==> config.mk <==
export PLATFORM = sky130hd
export DESIGN_NAME = debug_pass_flag_a_gate
export DESIGN_NICKNAME = d
export VERILOG_FILES = /design/src/hw/pin_sync.v /design/src/hw/code_store.v /design/src/hw/debug_pass_flag_a_gate.v
export VERILOG_INCLUDE_DIRS = /design/src /design/src/hw
export SDC_FILE = /design/constraint.sdc
export NUM_CORES = 1
export LEC_CHECK = 0
export BUFFER_PORTS_ARGS = -buffer_cell sky130_fd_sc_hd__buf_4
export CAP_MARGIN = 25
export CORE_MARGIN = 8
export CORE_UTILIZATION = 59
export DETAILED_ROUTE_END_ITERATION = 16
export PLACE_DENSITY = 0.78
export SYNTH_ARGS = -nofsm -noshare
export SYNTH_HDL_FRONTEND = slang
export SYNTH_HIERARCHICAL = 1
export SYNTH_SLANG_ARGS = --single-unit
==> constraint.sdc <==
create_clock -name clk -period 6 [get_ports clk]
set_clock_uncertainty 0.1 [all_clocks]
set_input_delay 0.3 -clock clk [delete_from_list [all_inputs] [get_ports clk]]
set_output_delay 0.3 -clock clk [all_outputs]
set_load 0.03 [all_outputs]
==> src/hw/debug_pass_flag_a_regs.vh <==
// Purpose: Offsets, field positions, reset values and timing counts of the debug gate.
// Assumes: 32-bit register port, byte addresses, clock of 25 MHz.
// Notes:   Definitions only.
//
// Behaviour
// - In debug mode, boost to normal and normal to boost requests are refused.
// - Normal/back-bias changes in debug mode only flip flags; real power stays normal.
// - Low-power entry is allowed in debug mode; emulator sets debugger enable first.
// - Writing the wake bit in snooze or standby states wakes the chip.
// - Halt bit with wake wakes the chip but keeps the processor stopped.
// - In debug mode, bus access only in operating or sleep, never in deep states or transitions.
// - A new unlock code takes effect only at pin reset; a system reset request never loads it.
// - Once all four key words are written, system reset requests are ignored.
// - After pin release, wait a set interval before comparing code and key.
// - Stored code with top bit zero always mismatches and blocks the emulator.
// - An all-ones stored code opens bus access with no key.
// - System bus access port is DAP port 0, debug register port is port 1.
// - Stored code equal to the erase key erases flash, then sets clock-stopped.
// - On match, bus port is authorised; result shows in status and port status.
// - Port status is 1 and transfers pass on match, 0 and blocked on mismatch.
// - The full 128-bit key is compared bit for bit with the stored code.
// - Halt bit halts the processor; cleared by writing 0 or by the halt.
`ifndef DEBUG_PASS_FLAG_A_REGS_VH
`define DEBUG_PASS_FLAG_A_REGS_VH

`define ADDR_W            8
`define KEY_WORD0_OFS     8'h00
`define KEY_WORD1_OFS     8'h04
`define KEY_WORD2_OFS     8'h08
`define KEY_WORD3_OFS     8'h0C
`define DEBUGGER_CTRL_OFS 8'h10
`define CHIP_CTRL_OFS     8'h14
`define CHIP_STATUS_OFS   8'h18

`define DEBUGGER_EN_BIT     0
`define CTRL_HALT_BIT       0
`define CTRL_WAKE_BIT       8
`define STAT_PASS_BIT       0
`define STAT_CLKSTOP_BIT    1
`define STAT_CMPVALID_BIT   2
`define STAT_KEYSFULL_BIT   3

`define CODE_RESET  128'hFFFF_FFFF_FFFF_FFFF_FFFF_FFFF_FFFF_FFFF
`define ERASE_KEY   128'h414C_6552_4153_45FF_FFFF_FFFF_FFFF_FFFF

// Power control modes.
`define PC_BOOST    2'h0
`define PC_NORMAL   2'h1
`define PC_BIAS     2'h2

// Low power states.
`define LP_OPER     3'h0
`define LP_SLEEP    3'h1
`define LP_SNOOZE   3'h2
`define LP_SWSTBY   3'h3
`define LP_DEEP     3'h4

// Wait after reset pin release before comparing, in ns, and as cycles of 40 ns.
`define CLK_NS          40
`define CMP_WAIT_NS     1000
`define CMP_WAIT_CYC    ((`CMP_WAIT_NS + `CLK_NS - 1) / `CLK_NS)

`endif

==> src/hw/pin_sync.v <==
// Purpose: Two-stage synchroniser for pins entering the clock domain.
// Assumes: Inputs are asynchronous levels.
// Notes:   First stage feeds only the second.
`default_nettype none
module pin_sync #(
   parameter W   = 1,
   parameter INI = 1'b0
) (
   // Clock and reset
   input  wire         clk,
   input  wire         rst,
   // Levels
   input  wire [W-1:0] async_in,
   output wire [W-1:0] sync_out
);
   genvar i;
   generate
      for (i = 0; i < W; i = i + 1) begin : g_bit
         reg meta_q;
         reg sync_q;
         always @(posedge clk) begin
            if (rst) begin
               meta_q <= INI;
               sync_q <= INI;
            end else begin
               meta_q <= async_in[i];
               sync_q <= meta_q;
            end
         end
         assign sync_out[i] = sync_q;
      end
   endgenerate
endmodule
`default_nettype wire

==> src/hw/code_store.v <==
// Purpose: Holds the stored unlock code and replaces it on a reset event.
// Assumes: load is a one-cycle pulse from the gate.
// Notes:   Read data come straight from the register.
`include "debug_pass_flag_a_regs.vh"
`default_nettype none
module code_store (
   // Clock and reset
   input  wire         clk,
   input  wire         rst,
   // Update
   input  wire         load,
   input  wire [127:0] new_code,
   // Stored value
   output reg  [127:0] code_q
);
   // The old code stays in force until the reset event itself.
   always @(posedge clk) begin
      if (rst)
         code_q <= `CODE_RESET;
      else if (load)
         code_q <= new_code;
   end
endmodule
`default_nettype wire

==> src/hw/debug_pass_flag_a_gate.v <==
// Purpose: Key check, bus access gating, erase trigger and power gating for debug mode.
// Assumes: Chip-side status inputs share clk; pins and the link clock are asynchronous.
// Notes:   The link clock is sampled, not used as a clock.
`include "debug_pass_flag_a_regs.vh"
`default_nettype none
module debug_pass_flag_a_gate #(
   parameter CNT_W = 16
) (
   // Clock and reset
   input  wire                clk,
   input  wire                rst,
   // Register port
   input  wire [`ADDR_W-1:0]  reg_addr,
   input  wire [31:0]         reg_wdata,
   input  wire                reg_we,
   input  wire                reg_re,
   output reg  [31:0]         reg_rdata_q,
   // Pins
   input  wire                reset_pin_n,
   input  wire                swclk,
   input  wire                pwrup_req,
   // Debug port side
   input  wire                ap_sel,
   output reg                 pwrup_ack_q,
   output reg                 ahb_ap_sel_q,
   output reg                 apb_ap_sel_q,
   output reg                 dbg_status_q,
   output reg                 ahb_enable_q,
   output reg                 emulator_block_q,
   // Chip state
   input  wire                on_chip_debug_mode,
   input  wire [2:0]          lp_state,
   input  wire                mode_transition,
   input  wire                cpu_halted,
   input  wire                sys_reset_req,
   input  wire                erase_done,
   // Power control requests
   input  wire                pc_req,
   input  wire [1:0]          pc_target,
   input  wire                lp_entry_req,
   output reg                 pc_apply_q,
   output reg  [1:0]          pc_apply_mode_q,
   output reg                 pc_refused_q,
   output reg  [1:0]          pc_mode_flag_q,
   output reg                 lp_entry_grant_q,
   // Chip control
   output reg                 chip_reset_q,
   output reg                 cpu_halt_req_q,
   output reg                 wake_req_q,
   output reg                 cpu_start_inhibit_q,
   output reg                 flash_erase_q,
   output reg                 debugger_enable_q
);
   localparam integer     CMP_WAIT_I = `CMP_WAIT_CYC;
   localparam [CNT_W-1:0] CMP_WAIT   = CMP_WAIT_I[CNT_W-1:0];

   wire [2:0]   sync_s;
   wire         pin_s  = sync_s[0];
   wire         clk_s  = sync_s[1];
   wire         pwr_s  = sync_s[2];
   wire [127:0] code;

   reg  [31:0]      key_q [0:3];
   reg  [3:0]       key_wr_q;
   reg              pin_d1_q;
   reg              clk_d1_q;
   reg              link_seen_q;
   reg  [CNT_W-1:0] wait_q;
   reg              cmp_valid_q;
   reg              clkstop_q;
   reg              halt_q;
   reg              wake_q;
   reg  [1:0]       pc_mode_q;

   wire keys_full  = &key_wr_q;
   wire pin_fall   = pin_d1_q & ~pin_s;
   wire pin_rise   = ~pin_d1_q & pin_s;
   wire sysreq_ok  = sys_reset_req & ~keys_full;
   wire reset_evt  = pin_fall | sysreq_ok;
   wire [127:0] key_all = {key_q[0], key_q[1], key_q[2], key_q[3]};

   // Only a fully written key replaces the stored code.
   wire code_load = reset_evt & keys_full;

   wire open_code  = &code;
   wire key_match  = (key_all == code) & code[127];
   wire erase_code = (code == `ERASE_KEY);
   wire access_ok  = cmp_valid_q & (open_code | key_match);
   wire lp_deep    = (lp_state == `LP_SNOOZE) | (lp_state == `LP_SWSTBY) |
                     (lp_state == `LP_DEEP);
   wire bus_ok     = ~mode_transition &
                     ((lp_state == `LP_OPER) | (lp_state == `LP_SLEEP));

   wire sel_key0 = reg_addr == `KEY_WORD0_OFS;
   wire sel_key1 = reg_addr == `KEY_WORD1_OFS;
   wire sel_key2 = reg_addr == `KEY_WORD2_OFS;
   wire sel_key3 = reg_addr == `KEY_WORD3_OFS;
   wire wr_ctrl  = reg_we & (reg_addr == `CHIP_CTRL_OFS);
   wire [3:0] key_sel = {sel_key3, sel_key2, sel_key1, sel_key0};

   pin_sync #(
      .W   (3),
      .INI (1'b0)
   ) u_sync (
      .clk      (clk),
      .rst      (rst),
      .async_in ({pwrup_req, swclk, reset_pin_n}),
      .sync_out (sync_s)
   );

   code_store u_code (
      .clk      (clk),
      .rst      (rst),
      .load     (code_load),
      .new_code (key_all),
      .code_q   (code)
   );

   // Key entry words; word 0 is the most significant part of the key.
   genvar k;
   generate
      for (k = 0; k < 4; k = k + 1) begin : g_key
         always @(posedge clk) begin
            if (rst) begin
               key_q[k]    <= 32'h0000_0000;
               key_wr_q[k] <= 1'b0;
            end else if (reg_we & key_sel[k]) begin
               key_q[k]    <= reg_wdata;
               key_wr_q[k] <= 1'b1;
            end else if (reset_evt) begin
               key_wr_q[k] <= 1'b0;
            end
         end
      end
   endgenerate

   // Reset pin tracking and the settle wait before the comparison.
   always @(posedge clk) begin
      if (rst) begin
         pin_d1_q     <= 1'b0;
         chip_reset_q <= 1'b1;
         wait_q       <= {CNT_W{1'b0}};
         cmp_valid_q  <= 1'b0;
      end else begin
         pin_d1_q     <= pin_s;
         chip_reset_q <= ~pin_s | sysreq_ok;
         if (~pin_s | pin_fall) begin
            cmp_valid_q <= 1'b0;
            wait_q      <= {CNT_W{1'b0}};
         end else if (pin_rise) begin
            wait_q      <= CMP_WAIT;
         end else if (sysreq_ok) begin
            // A soft reset keeps the supply stable, so no settle wait is needed.
            cmp_valid_q <= 1'b0;
            wait_q      <= {{(CNT_W-1){1'b0}}, 1'b1};
         end else if (wait_q != {CNT_W{1'b0}}) begin
            wait_q <= wait_q - {{(CNT_W-1){1'b0}}, 1'b1};
            if (wait_q == {{(CNT_W-1){1'b0}}, 1'b1})
               cmp_valid_q <= 1'b1;
         end
      end
   end

   // Authentication result and bus gating.
   always @(posedge clk) begin
      if (rst) begin
         dbg_status_q     <= 1'b0;
         ahb_enable_q     <= 1'b0;
         emulator_block_q <= 1'b0;
         ahb_ap_sel_q     <= 1'b0;
         apb_ap_sel_q     <= 1'b0;
      end else begin
         dbg_status_q     <= access_ok;
         ahb_enable_q     <= access_ok & (bus_ok | ~on_chip_debug_mode);
         emulator_block_q <= cmp_valid_q & ~code[127];
         ahb_ap_sel_q     <= ~ap_sel & access_ok;
         apb_ap_sel_q     <= ap_sel & ~(cmp_valid_q & ~code[127]);
      end
   end

   // Erase on the erase key; the stopped-clock flag marks completion.
   always @(posedge clk) begin
      if (rst) begin
         flash_erase_q <= 1'b0;
         clkstop_q     <= 1'b0;
      end else if (reset_evt) begin
         flash_erase_q <= 1'b0;
         clkstop_q     <= 1'b0;
      end else begin
         if (flash_erase_q & erase_done) begin
            flash_erase_q <= 1'b0;
            clkstop_q     <= 1'b1;
         end else if (cmp_valid_q & erase_code & ~clkstop_q) begin
            flash_erase_q <= 1'b1;
         end
      end
   end

   // Link activity and debug power-up acknowledge.
   always @(posedge clk) begin
      if (rst) begin
         clk_d1_q    <= 1'b0;
         link_seen_q <= 1'b0;
         pwrup_ack_q <= 1'b0;
      end else begin
         clk_d1_q <= clk_s;
         if (clk_s & ~clk_d1_q)
            link_seen_q <= 1'b1;
         // The acknowledge follows the request once the link has clocked at least once.
         pwrup_ack_q <= pwr_s & link_seen_q;
      end
   end

   // Halt and wake control bits; a write wins over the hardware clear in the same cycle.
   always @(posedge clk) begin
      if (rst) begin
         halt_q <= 1'b0;
         wake_q <= 1'b0;
      end else begin
         if (wr_ctrl)
            halt_q <= reg_wdata[`CTRL_HALT_BIT];
         else if (cpu_halted)
            halt_q <= 1'b0;
         if (wr_ctrl)
            wake_q <= reg_wdata[`CTRL_WAKE_BIT];
         else if (~lp_deep)
            wake_q <= 1'b0;
      end
   end

   always @(posedge clk) begin
      if (rst) begin
         cpu_halt_req_q      <= 1'b0;
         wake_req_q          <= 1'b0;
         cpu_start_inhibit_q <= 1'b0;
      end else begin
         cpu_halt_req_q      <= halt_q;
         wake_req_q          <= wake_q & lp_deep;
         cpu_start_inhibit_q <= wake_q & halt_q;
      end
   end

   // Power control gating.
   always @(posedge clk) begin
      if (rst) begin
         pc_mode_q        <= `PC_NORMAL;
         pc_mode_flag_q   <= `PC_NORMAL;
         pc_apply_q       <= 1'b0;
         pc_apply_mode_q  <= `PC_NORMAL;
         pc_refused_q     <= 1'b0;
         lp_entry_grant_q <= 1'b0;
      end else begin
         pc_apply_q       <= 1'b0;
         pc_refused_q     <= 1'b0;
         lp_entry_grant_q <= lp_entry_req;
         if (pc_req) begin
            if (~on_chip_debug_mode) begin
               pc_mode_q       <= pc_target;
               pc_mode_flag_q  <= pc_target;
               pc_apply_q      <= 1'b1;
               pc_apply_mode_q <= pc_target;
            end else if ((pc_mode_q == `PC_BOOST) | (pc_target == `PC_BOOST)) begin
               pc_refused_q <= 1'b1;
            end else begin
               // Supply stays at normal so the debug link survives the change.
               pc_mode_q      <= pc_target;
               pc_mode_flag_q <= pc_target;
            end
         end
      end
   end

   // Register writes and reads.
   always @(posedge clk) begin
      if (rst)
         debugger_enable_q <= 1'b0;
      else if (reg_we & (reg_addr == `DEBUGGER_CTRL_OFS))
         debugger_enable_q <= reg_wdata[`DEBUGGER_EN_BIT];
   end

   always @(posedge clk) begin
      if (rst) begin
         reg_rdata_q <= 32'h0000_0000;
      end else begin
         reg_rdata_q <= 32'h0000_0000;
         if (reg_re) begin
            case (reg_addr)
               `DEBUGGER_CTRL_OFS:
                  reg_rdata_q[`DEBUGGER_EN_BIT] <= debugger_enable_q;
               `CHIP_CTRL_OFS: begin
                  reg_rdata_q[`CTRL_HALT_BIT] <= halt_q;
                  reg_rdata_q[`CTRL_WAKE_BIT] <= wake_q;
               end
               `CHIP_STATUS_OFS: begin
                  reg_rdata_q[`STAT_PASS_BIT]     <= access_ok;
                  reg_rdata_q[`STAT_CLKSTOP_BIT]  <= clkstop_q;
                  reg_rdata_q[`STAT_CMPVALID_BIT] <= cmp_valid_q;
                  reg_rdata_q[`STAT_KEYSFULL_BIT] <= keys_full;
               end
               default:
                  reg_rdata_q <= 32'h0000_0000;
            endcase
         end
      end
   end
endmodule
`default_nettype wire

; ---- Word level (Yosys, flattened, before mapping)
; Memories as Yosys holds them, arrays and structs flattened.
; Cells that the tools add are included.
[totals]
reg_bits = 212
ramBits = 128
in_bits = 60
output_inout_bits = 51
word_cells = 175
memories = 1
[memory_table]
columns = memory, depth, word_bits, read_ports, rd_clocked_by_memory_dff, wr, line
row1 = key_q, 4, 32, 4, 0, 4, debug_pass_flag_a_gate.v:63  ; reg [31:0] key_q [0:3];
[op_classes]
n_addsub = 1
n_eq_ne = 15
n_mux = 38
n_bitwise = 52
n_reduce_logical = 27
[op_table]
columns = op, count
row1 = $eq A128 B127 Y1 const B, 1
row2 = $eq A128 B128 Y1, 1
row3 = $mux W32, 4
row4 = $reduce_and A128 Y1, 1
row5 = $mux W1, 28
row6 = $and A1 B1 Y1, 24
row7 = $eq A8 B5 Y1 const B, 3
row8 = $eq A16 B1 Y1 const B, 1
row9 = $eq A8 B4 Y1 const B, 2
row10 = $reduce_bool A16 Y1, 1
row11 = $sub A16 B1 Y16 const B, 1
row12 = $mux W5, 3
row13 = $not A1 Y1, 15
row14 = $reduce_bool A2 Y1, 7
row15 = $or A1 B1 Y1, 13
row16 = $reduce_or A3 Y1, 4
row17 = $eq A8 B3 Y1 const B, 1
row18 = $logic_not A8 Y1, 1
row19 = $reduce_or A2 Y1, 4
row20 = $eq A3 B2 Y1 const B, 2
row21 = $logic_not A2 Y1, 2
row22 = $mux W2, 2
row23 = $reduce_and A2 Y1, 2
row24 = $reduce_and A4 Y1, 1
row25 = 9 further kinds, 9

; ---- Logic depth before layout (Yosys ltp)
; Gate-level depths: netlist (run 1).
[depth]
word_depth = 6
mapped_depth = 7
depth_no_buf = 7

; ---- By module
; The synthesis (run 1) kept the hierarchy.
[modules_own_cells]
columns = module, n_inst, cells_each, area_each_um2, seq_area_each_um2
row1 = debug_pass_flag_a_gate, 1, 796, 8933.6, 4864.7
row2 = code_store, 1, 426, 4777.1, 2562.5
row3 = pin_sync, 1, 15, 180.2, 120.1

; ---- Least setup slack after synthesis (run 1)
; No wires, ideal clock.
[synth_timing]
kind = in2reg
start = input port reg_addr[1]
end = memory key_q[0][0] (enable)
setup_time_ns = 0.428
arrival_ns = 2.383
t_required_ns = 5.472
setup_slack_ns = 3.089
stages = 3
n_path_buf = 0
path_cell_list = nor3_1 > nand2b_1 > o21bai_1
[synth_lines]
columns = element, line
row1 = start: declaration, debug_pass_flag_a_gate.v:13  ; input wire [`ADDR_W-1:0] reg_addr,
row2 = end: declaration, debug_pass_flag_a_gate.v:63

==> results by group, run 1 <==
STA
  – Endpoints failing setup: 0
  – Setup WS post-layout: 3290 ps
  – RSZ-0062 raised after global routing: no
  – Hold Vio Cnt, Final: 0
  – Final hold slack: 10.1 ps
  – Setup TNS: 0 ps
  – Fmax: 370 MHz
  – Crit path time final: 2710 ps
  – Worst Max-Slew Pin Slew: 996 ps
  – Max transition margin: 33.6%
  – Final slew viol count: 0
  – Period utilization: 45.1%

Global routing
  – Total global-route track usage: 26.1%
  – Largest net degree at the start of global routing: 141
  – Overflow left after global routing: 0
  – Initial antenna violation count: 0
  – First-pass GRT wire length: ~57000 µm
  – Number of global-route vias before repair: ~9.8k

Worst setup path
  – Crit path max-delay cell type: nor4_1
  – CP required: 6330 ps
  – CP Class: reg2reg
  – CP arrival: 3040 ps
  – Critical-path cell list: xor2_1 -> nor4_1 -> nand4_1 -> nor4_2 -> a41oi_2 -> nor3_2
  – Setup crit start kind: flip-flop
  – Maximum fanout along the worst path: 4
  – Crit-path max cell delay: about 700 ps
  – Critical Path Source: key_q[3][23]$_SDFFCE_PN0P_
  – Critical Path End Type: flip-flop
  – Critical R2R Launch: key_q[3][23]$_SDFFCE_PN0P_

Power and ir drop
  – Combinational fraction of design power: 5.1%
  – Clock network power share: 44.1%
  – Peak supply drop: 275 µV
  – Power Total: 4.54 mW
  – Leak pwr: ~6.0 nW
  – Sequential share of power: 50.8%
  – Switching Share: 22.5%
  – Int Pwr: 3.52 mW
  – Pwr Density: 285 mW/mm²
  – Net Switching: between 1 and 1.5 mW

CTS
  – Post-CTS setup buffers: 0
  – Clock Sink Count: approximately 310
  – CTS tree: built
  – CTS Root Cell: clkbuf_16
  – Total CTS buffers: 34
  – H-tree Lvls: 2
  – Clock slew at reported path FFs: 60 ps
  – Clk_lat worst skew: 510 ps
  – Clk buf depth: 3

Logic synthesis
  – Synthesized cell area: roughly 0.014 mm²
  – Area contributors post-synth: edfxtp_1, dfxtp_1, a211o_1, nor2b_1, and2_1
  – Xor/xnor cell area share of the yosys netlist: under 10%
  – Number of distinct library cells after synthesis: between 60 and 70
  – Async SR Flop Fraction: 0%
  – Sequential cell area fraction in the yosys report: 54.3%
  – Syn Inst Count: 1237
  – Synth Area in Simple Gates: 22.1%
  – Synth top area share: 27.7%
  – Commonest cells post-synth: dfxtp_1, nor2b_1, and2_1, a211o_1, edfxtp_1
  – Yosys warns: 6
  – Adder-cell share of the synthesized area: less than 1%
  – Top-count cell post-synth: dfxtp_1
  – Mux cell area share after synthesis: 0.441%
  – Dominant synthesized flop cell: dfxtp_1
  – Area leader, netlist: edfxtp_1
  – Post-synth EDFFs: 128
  – Fraction of the mapped netlist area in compound gates: 11.9%
  – Register bit total from synthesis: between 300 and 400
  – Largest family of logic cells by synthesized area: simple AND/OR/NAND/NOR gates
  – Mean Syn Cell Area: 11.2 µm²

Floorplan
  – I/O Pins: roughly 110
  – Die area: between 0.02 and 0.03 mm²
  – Row count: 56
  – Core Area: 0.0233 mm²
  – Initial Utilization: 59.7%
  – Chip width: 169 µm
  – Die height: 169 µm

Layout
  – Diode count: 0
  – Fin util: 68.5%
  – Nets: around 1.4k
  – Share of post-route cells with drive strength above 1: 13.0%
  – Area growth syn-to-layout: 14.8%
  – Post-route cell area: 0.0159 mm²
  – Fin cells: 1670

Run
  – Max cap viols: 0

Detailed routing
  – Detailed-route via count: between 9k and 10k
  – WL/cell: 22.5 µm
  – DR pass1 iterations: 5
  – Final WL: 37500 µm
  – Post-route ant nets: 0
  – Vias/cell: 5.93
  – DR iter-0 viols: 975
  – DRC viols: 0

Placement
  – Pre-CTS setup slack: around 3300 ps
  – PortBufs: 83
  – Placed insts: 1589
  – Final HPWL DP: 26100 µm
  – Area after DPL: 0.0147 mm²
  – Routability Congestion: 1.02

Min path
  – Hold Crit Start: reg_wdata[6]
  – Hold Crit Class: in2reg

Run status
  – Status: finished clean
==> worst paths after layout <==
| kind | to | slack [ps] | depth (start not counted) |
|---|---|---|---|
| worst min register to register | u_sync/g_bit[2].sync_q$_SDFF_PP0_ | 350 | 1 |
| worst min-delay path | key_q[3][6]$_SDFFCE_PN0P_ | 10 | 2 |
| worst max-delay path | ahb_enable_q$_SDFF_PP0_ | 3290 | 6 |
| worst max register to register | ahb_enable_q$_SDFF_PP0_ | 3290 | 6 |
==> registers in the layout, indices dropped and copies added (netlist names), 2 cells and up <==
name                 cells
key_q                  128
pc_mode_q                2
pc_apply_mode_q          2
u_code/code_q          128
u_sync/g_bit.sync_q      3
wait_q                  16
reg_rdata_q              5
u_sync/g_bit.meta_q      3
key_wr_q                 4
==> final cells by class <==
type,count,area [µm²]
Fill cell,1748,7320
Clock inverter,11,66.3
Sequential cell,313,7550
Tap cell,319,399
Multi-Input combinational cell,818,5770
Inverter,44,165
Timing Repair Buffer,115,985
Clock buffer,50,1010
==> layout by cell type, fill, tap and decap left out, types with 3 or more instances in the layout <==
master / instances
clkbuf_8: 6
xor2_1: 78
nor3_2: 7
clkbuf_16: 36
a21oi_1: 11
nand4_1: 44
inv_2: 3
dfxtp_1: 185
buf_4: 90
a2111oi_0: 9
o22ai_1: 16
dlygate4sd3_1: 19
nand3b_1: 4
a211o_1: 130
edfxtp_1: 128
nor2_1: 24
and2_1: 131
nor4_2: 4
nor2b_1: 172
or4_1: 8
a221oi_1: 3
o21ai_1: 3
nand3_1: 11
a21o_1: 4
and3_1: 3
clkinv_2: 6
buf_12: 4
o21bai_4: 4
nor3_1: 5
xnor2_1: 11
nand2_1: 17
nand2b_1: 14
clkinv_1: 3
clkbuf_1: 8
mux2i_1: 5
conb_1: 27
a22o_1: 4
inv_1: 39
nor4_1: 35
==> power by group through the flow <==
stage / Clock [mW] / Combinational, mW / Sequential (mW)
6_report: 2.00 / 0.231 / 2.31
5_1_grt: 2.11 / 0.245 / 2.31
2_1_floorplan: 0 / 0.125 / 2.34
4_1_cts: 2.03 / 0.229 / 2.31
3_5_place_dp: 0 / 0.218 / 2.35
3_3_place_gp: 0 / 0.212 / 2.35
==> critical path: cells and delay by family, from the launching register on <==
kind,cells,cell delay [ps]
flops,1,400
compound gates,1,290
simple gates,4,1660
xor+xnor,1,180
==> cells by family (layout without fill, tap and decap cells) <==
logic type,after synthesis,count (layout)
and+or+nand+nor,493,493
DFF,313,313
AOI/OAI and AO/OA,201,201
buffers and inverters,132,220
xor gates and xnor gates,89,89
muxes,6,6
adders and majority gates,2,2
other,1,27
==> metal layers <==
metal  track usage [%]  part of all wire, %
met5                 0                    0
met4              11.6                  4.3
met1              33.2                   40
met2              43.2                   47
met3              4.56                  8.1
==> repair_timing <==
action / in CTS / in global routing
hold buffers: 19 / 0
endpoints found under the hold margin: 26 / 0
resized for setup: 0 / 0
(Power assumes the default switching activity.)
==> run 2: changes to the inputs <==
==> constraint.sdc (replaced) <==
create_clock -name clk -period 2.8 [get_ports clk]
set_clock_uncertainty 0.1 [all_clocks]
set_input_delay 0.14 -clock clk [delete_from_list [all_inputs] [get_ports clk]]
set_output_delay 0.14 -clock clk [all_outputs]
set_load 0.03 [all_outputs]
==> results by group, run 2 (synthesis gave the netlist of run 1 again) <==
Power and ir drop
  – Leak pwr: 6.20 nW (+3.1%)
  – Pwr Density: 605 mW/mm² (+110%)
  – Peak supply drop: 476 µV (+73%)
  – Power Total: 9.89 mW (+120%)

Detailed routing
  – Detailed-route via count: 10.2k (+3.1%)
  – Final WL: 40700 µm (+8.4%)
  – Vias/cell: 5.95 (+0.35%)
  – DRC viols: 0 (unchanged)
  – DR iter-0 viols: 1063 (+9.0%)
  – Post-route ant nets: 0 (unchanged)
  – DR pass1 iterations: 5 (unchanged)
  – WL/cell: 23.7 µm (+5.6%)

Layout
  – Biggest regs: key_q (128), u_code/code_q (128), wait_q (16)
  – Area growth syn-to-layout: 17.8%
  – Sequential cell area: 0.00755 mm² (unchanged)
  – Commonest non-fill, non-tap cell in the layout: dfxtp_1
  – Most frequent cells in the layout: dfxtp_1, nor2b_1, and2_1, a211o_1, edfxtp_1
  – Multi-input logic area: 0.00577 mm² (unchanged)
  – Share of post-route cells with drive strength above 1: 12.9% (-0.12 points)
  – Fillers: 1707 (-2.3%)
  – Nets: 1431 (+3.1%)

CTS
  – Clk_lat worst skew: 510 ps (about the same)
  – Clock Sink Count: 313 (unchanged)
  – H-tree Lvls: 2 (unchanged)
  – Post-CTS setup buffers: 0 (unchanged)
  – Clk buf depth: 3 (unchanged)
  – CTS Root Cell: clkbuf_16
  – Total CTS buffers: 34 (unchanged)
  – Clock slew at reported path FFs: 70 ps (about the same)
  – CTS tree: built
  – Cts repair resizes: 0 (unchanged)

Run
  – Max cap viols: 0 (unchanged)

Worst setup path
  – Crit-path max cell delay: 500 ps (-200 ps)
  – CP arrival: 2840 ps (-200 ps)
  – CP required: 3130 ps (-3200 ps)
  – Crit path max-delay cell type: nor4_1
  – WP buf/inv: 0 (unchanged)
  – CP Depth: 6 (unchanged)
  – Critical Path End Type: flip-flop
  – Setup crit start kind: flip-flop
  – Flop2flop setup slack: 290 ps (-3000 ps)
  – CP top delay family: simple AND/OR/NAND/NOR gates
  – Maximum fanout along the worst path: 4 (unchanged)
  – Worst R2R End: ahb_enable_q$_SDFF_PP0_
  – Critical Path Source: u_code/code_q[97]$_SDFFE_PP1P_
  – End of the critical path: ahb_enable_q$_SDFF_PP0_
  – Critical-path cell list: nand4_1 -> nor4_1 -> nand4_1 -> nor3_1 -> a41oi_2 -> nor3_2
  – Worst path most repeated cell: nand4_1
  – CP Class: reg2reg
  – Critical R2R Launch: u_code/code_q[97]$_SDFFE_PP1P_
  – Reg2reg path depth: 6 (unchanged)

Floorplan
  – Die height: 169 µm (unchanged)
  – I/O Pins: 111 (unchanged)
  – Row count: 56 (unchanged)
  – Core Area: 0.0233 mm² (unchanged)
  – Chip width: 169 µm (unchanged)
  – Initial Utilization: 59.7% (unchanged)
  – Die area: 0.0287 mm² (unchanged)

STA
  – Max transition margin: 40.6% (+7.0 points)
  – Fmax: 399 MHz (+8.0%)
  – Hold Vio Cnt, Final: 0 (unchanged)
  – Worst Max-Slew Pin Slew: 891 ps (-106 ps)
  – RSZ-0062 raised after global routing: no
  – Period utilization: 89.5% (+44 points)
  – Endpoints failing setup: 0 (unchanged)
  – Setup TNS: 0 ps (unchanged)
  – Crit path time final: 2510 ps (-200 ps)
  – Final slew viol count: 0 (unchanged)

Placement
  – Routability Congestion: 1.02 (+0.20%)
  – PortBufs: 83 (unchanged)
  – Final HPWL DP: 27800 µm (+6.5%)

Min path
  – Hold Crit Class: in2reg

Global routing
  – First-pass GRT wire length: 61200 µm (+6.9%)
  – Overflow left after global routing: 0 (unchanged)
  – Number of global-route vias before repair: 10.1k (+3.4%)
  – Initial antenna violation count: 1 (+1)
  – Total global-route track usage: 28.2% (+2.1 points)
  – Largest net degree at the start of global routing: 72 (-49%)

Run status
  – Status: finished clean
-- run 2: cell count changes in the layout (fill, tap and decap cells not counted), moves of 2 or more --
cell and change:
buf_4 +11, dlygate4sd3_1 +33, clkbuf_1 +7, clkbuf_8 -4, clkbuf_16 +2, clkinv_2 -2
-- run 2: report_power, final --
group	switching (mW)	internal [mW]	total, mW
Combinational	0.341	0.204	0.545
Clock	1.77	2.63	4.40
Sequential	0.0928	4.85	4.95
Total	2.21	7.68	9.89
-- run 2: what timing repair did --
action,4_1_cts,5_1_grt
endpoints found under the hold margin,152,0
hold buffers,52,0
endpoints found under the setup margin,0,0
-- run 2: cell type report --
| class | count | area share (%) |
|---|---|---|
| clock buffers | 55 | 6.33 |
| clock inverters | 7 | 0.375 |
| inverters | 44 | 1.01 |
| diodes | 1 | 0.0153 |
| repair buffers | 158 | 8.43 |
| well taps | 319 | 2.44 |
| multi-input cells | 818 | 35.3 |
| flip-flops and latches | 313 | 46.1 |
-- run 2: how the worst min path moves through the flow --
| stage | from | to | slack [ps] | cells past startpoint |
|---|---|---|---|---|
| after global routing | rst | emulator_block_q$_SDFF_PP0_ | 40 | 2 |
| after global placement | ap_sel | ahb_ap_sel_q$_SDFF_PP0_ | 210 | 2 |
| after CTS | rst | debugger_enable_q$_SDFFE_PP0P_ | 0.3 | 2 |
| after detailed placement | ap_sel | ahb_ap_sel_q$_SDFF_PP0_ | 210 | 2 |
| final | lp_state[1] | wake_req_q$_SDFF_PP0_ | 0.2 | 4 |
| after floorplan | ap_sel | ahb_ap_sel_q$_SDFF_PP0_ | 110 | 1 |
-- run 2: per-stage QoR --
stage               hold slack [ps]  std cells  util (%)  setup WS, ps  area [µm²]
floorplan                       110       1263         -          49.0       14000
finish                        0.154       1715      70.3           294       16400
CTS                           0.342       1714      70.3           296       16400
global route                   38.6       1714      70.3           141       16400
global placement                212       1600      63.4           243       14700
detailed placement              214       1600      63.4           309       14700
-- run 2: worst reg2reg max path: stages (launching register included) --
cell,delay (ps)
dfxtp_1,470
nand4_1,240
nor4_1,500
nand4_1,300
nor3_1,410
a41oi_2,170
nor3_2,250
-- run 2: per-layer routing --
layer  track usage [%]  vias to the layer above  share of wire (%)
met4              13.4                        2                4.3
met1              36.1                     5017                 40
met3              5.12                       97                7.8
li1                  -                     4647                  -
met5                 0                        -              0.032
met2              45.8                      449                 47
